**src/hdl/bbm_pkg.sv**
```systemverilog
// shared constants and types for the bit-branch, memory map and clock block
package bbm_pkg;
   // =====================================================
   // bit-branch opcode layout
   localparam logic [3:0]  BBX_LOW_NIBBLE = 4'hf;  // low nibble shared by both bit branches
   localparam int          OP_SENSE_BIT   = 7;     // 1: branch if set, 0: branch if clear
   localparam int          OP_IDX_HI      = 6;     // 3-bit bit-select field, high end
   localparam int          OP_IDX_LO      = 4;     // 3-bit bit-select field, low end
   localparam logic [15:0] PC_STEP        = 16'h0001;
   localparam logic [15:0] BBX_LENGTH     = 16'h0003;
   localparam logic [7:0]  ZERO_PAGE_HI   = 8'h00;

   // =====================================================
   // memory map
   localparam logic [15:0] ROM_LO         = 16'h7f00;
   localparam logic [15:0] ROM_HI         = 16'h7fff;
   localparam logic [15:0] VEC_LO         = 16'hfffa;
   localparam logic [15:0] RAM_LO         = 16'h0040;
   localparam logic [15:0] RAM_HI         = 16'h00ff;
   localparam logic [15:0] STANDBY_HI     = 16'h005f;
   localparam logic [15:0] RST_VEC_ROM    = 16'h7ffe;
   localparam logic [15:0] RST_VEC_EXT    = 16'hfffc;

   // =====================================================
   // mode control register
   localparam logic [7:0]  MODE_CTRL_RESET = 8'h00;

   // =====================================================
   // sequencer states
   typedef enum logic [2:0] {
      S_IDLE,
      S_OPCODE,
      S_ZPADDR,
      S_DISP,
      S_OPERAND,
      S_DONE
   } seq_state_t;
endpackage

```
**src/hdl/bbm_if.sv**
```systemverilog
// interfaces between the top module and its decoder and clock submodules
`timescale 1ns/1ps
// =====================================================
// address decode carrier
interface map_if;
   logic [15:0] addr;
   logic        rom_sel;
   logic        ram_sel;
   logic        standby_sel;
   logic        vector_sel;
   logic [15:0] reset_vector;
   modport dec (input addr, output rom_sel, ram_sel, standby_sel, vector_sel, reset_vector);
   modport usr (output addr, input rom_sel, ram_sel, standby_sel, vector_sel, reset_vector);
endinterface

// =====================================================
// phase-two timing carrier
interface phase_if;
   logic tick;
   logic phase;
   modport gen (output tick, phase);
   modport usr (input tick, phase);
endinterface

```
**src/hdl/addr_map_decode.sv**
```systemverilog
// on-chip memory map decode for rom, vectors and page-zero ram
`timescale 1ns/1ps
module addr_map_decode #(
   parameter bit ROM_PRESENT  = 1'b1,
   parameter bit RESET_AT_ROM = 1'b0
) (
   map_if.dec m
);
   // =====================================================
   // region decode; rom region vanishes on the rom-less build
   assign m.rom_sel     = ROM_PRESENT && (m.addr >= bbm_pkg::ROM_LO)
                          && (m.addr <= bbm_pkg::ROM_HI);
   assign m.vector_sel  = (m.addr >= bbm_pkg::VEC_LO);
   assign m.ram_sel     = (m.addr >= bbm_pkg::RAM_LO)
                          && (m.addr <= bbm_pkg::RAM_HI);
   assign m.standby_sel = (m.addr >= bbm_pkg::RAM_LO)
                          && (m.addr <= bbm_pkg::STANDBY_HI);
   // rom-less build always takes the high reset vector
   assign m.reset_vector = (ROM_PRESENT && RESET_AT_ROM) ? bbm_pkg::RST_VEC_ROM
                                                        : bbm_pkg::RST_VEC_EXT;
endmodule

```
**src/hdl/clk_countdown.sv**
```systemverilog
// phase-two generation: countdown, bypass, master drive and slave input
`timescale 1ns/1ps
module clk_countdown #(
   parameter bit DIV_BY_FOUR = 1'b0,
   parameter bit SLAVE_MODE  = 1'b0
) (
   // clock and reset
   input  wire logic sys_clk_in,
   input  wire logic reset_n_in,
   // oscillator and phase-two pins
   input  wire logic osc_in,
   input  wire logic osc_out_pin_in,
   input  wire logic phi2_pin_in,
   output logic      phi2_pin_out,
   output logic      phi2_oe_out,
   // timing to the sequencer
   phase_if.gen      p
);
   typedef struct packed {
      logic       osc_s1;
      logic       osc_s2;
      logic       gnd_s1;
      logic       gnd_s2;
      logic       phi_s1;
      logic       phi_s2;
      logic       osc_prev;
      logic [1:0] div_cnt;
      logic       phase;
      logic       phase_prev;
   } clk_state_t;

   clk_state_t q;
   clk_state_t d;

   // =====================================================
   // next state: pins pass two flops before any logic sees them
   always_comb begin
      d        = q;
      d.osc_s1 = osc_in;
      d.osc_s2 = q.osc_s1;
      d.gnd_s1 = osc_out_pin_in;
      d.gnd_s2 = q.gnd_s1;
      d.phi_s1 = phi2_pin_in;
      d.phi_s2 = q.phi_s1;
      d.osc_prev = q.osc_s2;
      // count oscillator rising edges; bit 0 halves, bit 1 quarters
      if (q.osc_s2 && !q.osc_prev) begin
         d.div_cnt = q.div_cnt + 2'b01;
      end
      if (SLAVE_MODE) begin
         d.phase = q.phi_s2;
      end else if (!q.gnd_s2) begin
         d.phase = q.osc_s2;
      end else begin
         d.phase = DIV_BY_FOUR ? q.div_cnt[1] : q.div_cnt[0];
      end
      d.phase_prev = q.phase;
   end

   always_ff @(posedge sys_clk_in or negedge reset_n_in) begin
      if (!reset_n_in) begin
         q <= '0;
      end else begin
         q <= d;
      end
   end

   // =====================================================
   // master drives the buffered phase, slave leaves the pin as input
   assign phi2_pin_out = q.phase;
   assign phi2_oe_out  = !SLAVE_MODE;
   assign p.phase      = q.phase;
   assign p.tick       = q.phase && !q.phase_prev;
endmodule

```
**src/hdl/bit_branch_memory_map_clock.sv**
```systemverilog
// bit-test branch sequencer with memory map decode and phase-two clocking
`timescale 1ns/1ps
module bit_branch_memory_map_clock #(
   parameter bit ROM_PRESENT  = 1'b1,
   parameter bit RESET_AT_ROM = 1'b0,
   parameter bit DIV_BY_FOUR  = 1'b0,
   parameter bit SLAVE_MODE   = 1'b0
) (
   // clock and reset
   input  wire logic        sys_clk_in,
   input  wire logic        reset_n_in,
   // execute request from the core
   input  wire logic        exec_start_in,
   input  wire logic [15:0] exec_pc_in,
   input  wire logic [7:0]  status_in,
   // memory read data
   input  wire logic [7:0]  mem_data_in,
   // mode control register write
   input  wire logic        mode_wr_in,
   input  wire logic [7:0]  mode_data_in,
   // oscillator and phase-two pins
   input  wire logic        oscillator_input_in,
   input  wire logic        oscillator_output_in,
   input  wire logic        phi2_in,
   output logic             phi2_out,
   output logic             phi2_oe_out,
   // execute answer
   output logic             exec_busy_out,
   output logic             exec_done_out,
   output logic             branch_taken_out,
   output logic             not_bit_branch_out,
   output logic [15:0]      next_pc_out,
   output logic [7:0]       status_out,
   // memory bus and decode
   output logic [15:0]      mem_addr_out,
   output logic             mem_rd_out,
   output logic             rom_sel_out,
   output logic             ram_sel_out,
   output logic             standby_sel_out,
   output logic             vector_sel_out,
   output logic [15:0]      reset_vector_out,
   // mode control
   output logic [7:0]       mode_control_out
);
   typedef struct packed {
      bbm_pkg::seq_state_t state;
      logic [15:0]         pc;
      logic [7:0]          opcode;
      logic [7:0]          zp;
      logic [7:0]          disp;
      logic                opnd_bit;
      logic                taken;
      logic                illegal;
      logic [15:0]         next_pc;
      logic [7:0]          status;
      logic [15:0]         addr;
      logic                rd;
      logic [7:0]          mode_ctrl;
   } exec_state_t;

   exec_state_t q;
   exec_state_t d;

   map_if   mif ();
   phase_if ph ();

   // =====================================================
   // submodules
   addr_map_decode #(
      .ROM_PRESENT  (ROM_PRESENT),
      .RESET_AT_ROM (RESET_AT_ROM)
   ) u_map (
      .m (mif.dec)
   );

   clk_countdown #(
      .DIV_BY_FOUR (DIV_BY_FOUR),
      .SLAVE_MODE  (SLAVE_MODE)
   ) u_clk (
      .sys_clk_in     (sys_clk_in),
      .reset_n_in     (reset_n_in),
      .osc_in         (oscillator_input_in),
      .osc_out_pin_in (oscillator_output_in),
      .phi2_pin_in    (phi2_in),
      .phi2_pin_out   (phi2_out),
      .phi2_oe_out    (phi2_oe_out),
      .p              (ph.gen)
   );

   // =====================================================
   // combinational helpers
   logic        legal_op;
   logic [2:0]  bit_idx;
   logic [15:0] follow_pc;
   logic [15:0] disp_ext;

   // legal bit branch: shared low nibble; bit 7 picks the sense
   assign legal_op  = (mem_data_in[bbm_pkg::OP_IDX_LO-1:0] == bbm_pkg::BBX_LOW_NIBBLE);
   assign bit_idx   = q.opcode[bbm_pkg::OP_IDX_HI:bbm_pkg::OP_IDX_LO];
   assign follow_pc = q.pc + bbm_pkg::BBX_LENGTH;
   assign disp_ext  = 16'($signed(q.disp));

   // =====================================================
   // next state; bus reads complete on each phase-two rising tick
   always_comb begin
      d = q;
      if (mode_wr_in) begin
         d.mode_ctrl = mode_data_in;
      end
      unique case (q.state)
         bbm_pkg::S_IDLE: begin
            if (exec_start_in) begin
               d.pc      = exec_pc_in;
               d.status  = status_in;
               d.addr    = exec_pc_in;
               d.rd      = 1'b1;
               d.taken   = 1'b0;
               d.illegal = 1'b0;
               d.state   = bbm_pkg::S_OPCODE;
            end
         end
         bbm_pkg::S_OPCODE: begin
            if (ph.tick) begin
               d.opcode = mem_data_in;
               if (legal_op) begin
                  d.addr  = q.pc + bbm_pkg::PC_STEP;
                  d.state = bbm_pkg::S_ZPADDR;
               end else begin
                  // not ours: hand back with pc past the opcode
                  d.illegal = 1'b1;
                  d.next_pc = q.pc + bbm_pkg::PC_STEP;
                  d.rd      = 1'b0;
                  d.state   = bbm_pkg::S_DONE;
               end
            end
         end
         bbm_pkg::S_ZPADDR: begin
            if (ph.tick) begin
               d.zp    = mem_data_in;
               d.addr  = q.addr + bbm_pkg::PC_STEP;
               d.state = bbm_pkg::S_DISP;
            end
         end
         bbm_pkg::S_DISP: begin
            if (ph.tick) begin
               d.disp  = mem_data_in;
               d.addr  = {bbm_pkg::ZERO_PAGE_HI, q.zp};
               d.state = bbm_pkg::S_OPERAND;
            end
         end
         bbm_pkg::S_OPERAND: begin
            if (ph.tick) begin
               d.opnd_bit = mem_data_in[bit_idx];
               // set-sense branches on a one, clear-sense on a zero
               d.taken = (mem_data_in[bit_idx] == q.opcode[bbm_pkg::OP_SENSE_BIT]);
               if (mem_data_in[bit_idx] == q.opcode[bbm_pkg::OP_SENSE_BIT]) begin
                  d.next_pc = follow_pc + disp_ext;
               end else begin
                  d.next_pc = follow_pc;
               end
               d.rd    = 1'b0;
               d.state = bbm_pkg::S_DONE;
            end
         end
         bbm_pkg::S_DONE: begin
            d.state = bbm_pkg::S_IDLE;
         end
         default: begin
            d.state = bbm_pkg::S_IDLE;
         end
      endcase
   end

   // =====================================================
   // state register; reset lands in idle with bus quiet
   always_ff @(posedge sys_clk_in or negedge reset_n_in) begin
      if (!reset_n_in) begin
         q           <= '0;
         q.mode_ctrl <= bbm_pkg::MODE_CTRL_RESET;
      end else begin
         q <= d;
      end
   end

   // =====================================================
   // outputs; standby select lets the core protect retained bytes
   assign mif.addr           = q.addr;
   assign exec_busy_out      = (q.state != bbm_pkg::S_IDLE);
   assign exec_done_out      = (q.state == bbm_pkg::S_DONE);
   assign branch_taken_out   = q.taken;
   assign not_bit_branch_out = q.illegal;
   assign next_pc_out        = q.next_pc;
   assign status_out         = q.status;
   assign mem_addr_out       = q.addr;
   assign mem_rd_out         = q.rd;
   assign rom_sel_out        = mif.rom_sel;
   assign ram_sel_out        = mif.ram_sel;
   assign standby_sel_out    = mif.standby_sel;
   assign vector_sel_out     = mif.vector_sel;
   assign reset_vector_out   = mif.reset_vector;
   assign mode_control_out   = q.mode_ctrl;
endmodule

```
**config.mk**
```make
export PLATFORM = sky130hd
export DESIGN_NAME = bit_branch_memory_map_clock
export DESIGN_NICKNAME = d
export VERILOG_FILES = /design/src/hdl/bbm_pkg.sv /design/src/hdl/bbm_if.sv /design/src/hdl/addr_map_decode.sv /design/src/hdl/clk_countdown.sv /design/src/hdl/bit_branch_memory_map_clock.sv
export SDC_FILE = /design/constraint.sdc
export NUM_CORES = 1
export LEC_CHECK = 0
export ABC_CLOCK_PERIOD_IN_PS = 3900
export BUFFER_PORTS_ARGS = -buffer_cell sky130_fd_sc_hd__buf_4
export CORE_ASPECT_RATIO = 1.75
export CORE_MARGIN = 3
export CORE_UTILIZATION = 57
export DETAILED_ROUTE_END_ITERATION = 8
export PLACE_DENSITY = 0.81
export SYNTH_ARGS = -nofsm -noshare
export SYNTH_HDL_FRONTEND = slang
export SYNTH_SLANG_ARGS = --single-unit
```
**constraint.sdc**
```tcl
create_clock -name sys_clk_in -period 3.9 [get_ports sys_clk_in]
set_input_delay 0 -clock sys_clk_in [delete_from_list [all_inputs] [get_ports sys_clk_in]]
set_output_delay 0 -clock sys_clk_in [all_outputs]
set_load 0.05 [all_outputs]
```
==> impl_metrics.py <==
metrics = {
    "timing": {
        "finalSetupViolCount": 0,
        "rsz0062_at_grt": "false",
        "drv_slew": 0,
        "timing.final.crit_share_pct": 90.3,
        "hold_ws_ns": 0.203,
        "hold_violations": 0,
        "min_period_ns": 3.52,
        "fmax_ghz": 0.284,
        "relSlewSlack_pct": 39.9,
        "setup_tns_ns": 0,
        "worstMarginPinSlew_ns": 0.902,
        "clock_skew_ns": 0.00881,
    },
    "route": {
        "drt_pre_antenna_iters": 7,
        "post-route-drc-count": 0,
        "wire_per_inst_um": 19.2,
        "vias": 5652,
        "first_iter_violations": 330,
        "via_per_inst": 6.09,
        "postRouteAntennaNets": 0,
        "wirelength_um": 17800,
    },
    "synth": {
        "synth-async-reset-ratio_pct": 100,
        "synth_fa_ha_area_share_pct": 4.47,
        "synthCells": 699,
        "synthSimpleGateAreaFrac_pct": 15.8,
        "synth_edf_count": 0,
        "synth_xor_area_share_pct": 6.32,
        "seq_area_frac_synth_pct": 37.1,
        "synth_area_per_cell_sq_um": 9.46,
        "synthTopCellsByArea": "dfrtp_1, mux2_2, buf_4",
        "synth_top_area_share_pct": 37.1,
        "synth_top_family_by_area": "simple AND/OR/NAND/NOR gates",
        "muxShareOfSynthArea_pct": 10.3,
        "synth-compound-area-share_pct": 15.4,
        "ys_ff_latch": 98,
        "yosysWarnings": 0,
        "yosysTopAreaCell": "dfrtp_1",
        "synth-main-ff-cell": "dfrtp_1",
        "yosysUniqueCellTypes": 79,
        "syn_area_sq_um": 6610,
    },
    "floorplan": {
        "die-area_sq_um": 13000,
        "start_util_pct": 58.9,
        "die_w_um": 87.4,
        "core.rowCount": 51,
        "io_pins": 122,
        "coreArea_sq_um": 11200,
        "die_height_um": 148,
    },
    "cts": {
        "root_buffer": "clkbuf_16",
        "clock_latency_ns": 0.36,
        "cts_setup_buffers": 0,
        "numCtsBuffers": 9,
        "hold_buffers": 51,
        "cts_tree": "built",
        "cts_buffer_depth": 2,
        "htree_levels": 3,
        "clkTransAtPathRegs_ns": 0.08,
        "cts_resized": 0,
        "clock-sinks": 98,
    },
    "worst_hold_path": {
        "hold_depth": 4,
        "hold_path_class": "in -> reg",
    },
    "critical_path": {
        "cp_max_fo": 10,
        "cp.required_ns": 4.16,
        "path_cells": "nand3_4 > nor4_1 > xor2_1 > ha_1 > and4_1 > nand3_1 > a21oi_1 > a2111oi_0 > xor2_1 > a211oi_1",
        "path_depth": 10,
        "timing.critical_path.buf_inv": 0,
        "cp.arrival_ns": 3.78,
        "worst_setup_path_end_kind": "flop",
        "max_stage_delay_ns": 0.72,
        "critPathKind": "reg -> reg",
        "worst_r2r_path_depth": 10,
        "slowest_stage": "a2111oi_0",
        "cpMostUsedCell": "xor2_1",
        "crit_path_start_kind": "flop",
        "cpLargestDelayFamily": "compound AO/OA/AOI/OAI gates",
    },
    "power": {
        "power_density_nw_per_um2": 987,
        "p_leak_nw": 3.47,
        "ir_drop_mv": 0.627,
        "finalPower_w": 0.00775,
    },
    "layout": {
        "syn2layout_area_growth_pct": 18.8,
        "nFillCells": 854,
        "final_cell_mix": "buf_4, dfrtp_1, nand2_1",
        "layout-drive-gt1-share_pct": 25.3,
        "fin_util_pct": 70.0,
        "layout_commonest_cell": "buf_4",
        "nets": 860,
    },
    "status": {
        "status": "complete, no violations",
    },
    "job": {
        "max_cap_viol_count": 0,
    },
    "global_route": {
        "grt.total_usage_pct": 28.0,
        "grt_pass1_wl_um": 28500,
        "grt.overflow.total": 0,
        "grt_pass1_vias": 5748,
        "antenna_found_initial": 1,
        "grt_max_degree": 71,
    },
    "placement": {
        "gp_congestion": 0.957,
        "portBuffers": 103,
        "hpwl_um": 13300,
    },
}
[worst min-delay path, stage by stage]
cell     delay [ns]
buf_4          0.12
mux2i_1        0.13
o221a_2        0.19
o21ai_0        0.07
[kinds of logic after synthesis]
logic type | after synthesis
and+or+nand+nor | 206
AOI/OAI and AO/OA | 154
buffers and inverters | 112
DFF | 98
muxes | 58
xor gates and xnor gates | 46
adders and majority gates | 23
other | 2
[registers in the layout (all words and copies together) (netlist names)]
name and cells:
u_clk.q 4, branch_taken_out 1, not_bit_branch_out 1, u_clk.p.phase 1, next_pc_out 16, mem_rd_out 1, u_clk.d 3, bit_idx 3
status_out 8, mem_addr_out 16, disp_ext 8, mode_control_out 8, q 28
[report_power, final]
group / internal [W] / total, W / leakage (nW) / switching [W]
clock network: 0.000459 / 0.000903 / 0.150 / 0.000445
logic: 0.00187 / 0.00487 / 2.15 / 0.00299
registers: 0.00143 / 0.00198 / 1.17 / 0.000551
[final timing paths]
path,from,to,slack (ns)
max in group asynchronous,reset_n_in,status_out[2],2.65
max reg2reg,q[78],next_pc_out[13],0.38
max,q[78],next_pc_out[13],0.38
min,exec_start_in,q[92],0.20
min in group asynchronous,reset_n_in,disp_ext[6],0.31
min reg2reg,u_clk.d[9],u_clk.d[4],0.35
[synth_stat cells, types with 3 or more instances]
cell type,instances
a21oi_1,29
a221oi_1,7
ha_1,22
o21ai_0,47
nor2_1,42
o211ai_1,3
buf_4,67
xor2_1,21
nand4_1,10
and3_1,6
o22ai_1,8
a31oi_1,4
a22oi_1,8
a211oi_1,6
o21ai_1,4
buf_2,5
nor2b_1,4
nand3_1,22
xnor2_1,23
a21o_1,7
or4_1,4
nor4_1,5
clkbuf_1,24
dfrtp_1,98
nand2b_1,6
inv_1,12
or3_1,7
mux2_2,52
o21a_1,3
mux2i_1,3
nor3_1,19
and4_1,4
nor3b_1,4
nand2_1,59
[per-layer routing]
layer / wire, um / up-vias / global-route usage, %
li1: - / 2624 / -
met1: 6380 / 2729 / 30.6
met2: 9760 / 246 / 50.7
met3: 821 / 53 / 4.05
met4: 829 / 0 / 14.6
met5: 0 / - / 0
[layout make-up]
type	instances	area (sq um)	share of cell area [%]
tap	132	165	2.10
inverter	13	48.8	0.621
multi-input combinational	504	3520	44.8
sequential	98	2450	31.2
clock buffer	9	225	2.87
antenna	1	2.50	0.0318
clock inverter	7	81.3	1.04
timing repair buffer	164	1360	17.3
[per-stage QoR]
step	cells	area [sq um]	setup slack [ns]
CTS	927	7860	0.461
detailed placement	860	7040	0.496
global route	928	7860	0.268
finish	928	7860	0.377
global placement	860	7040	0.499
floorplan	714	6670	0.845
(Power assumes the default switching activity.)
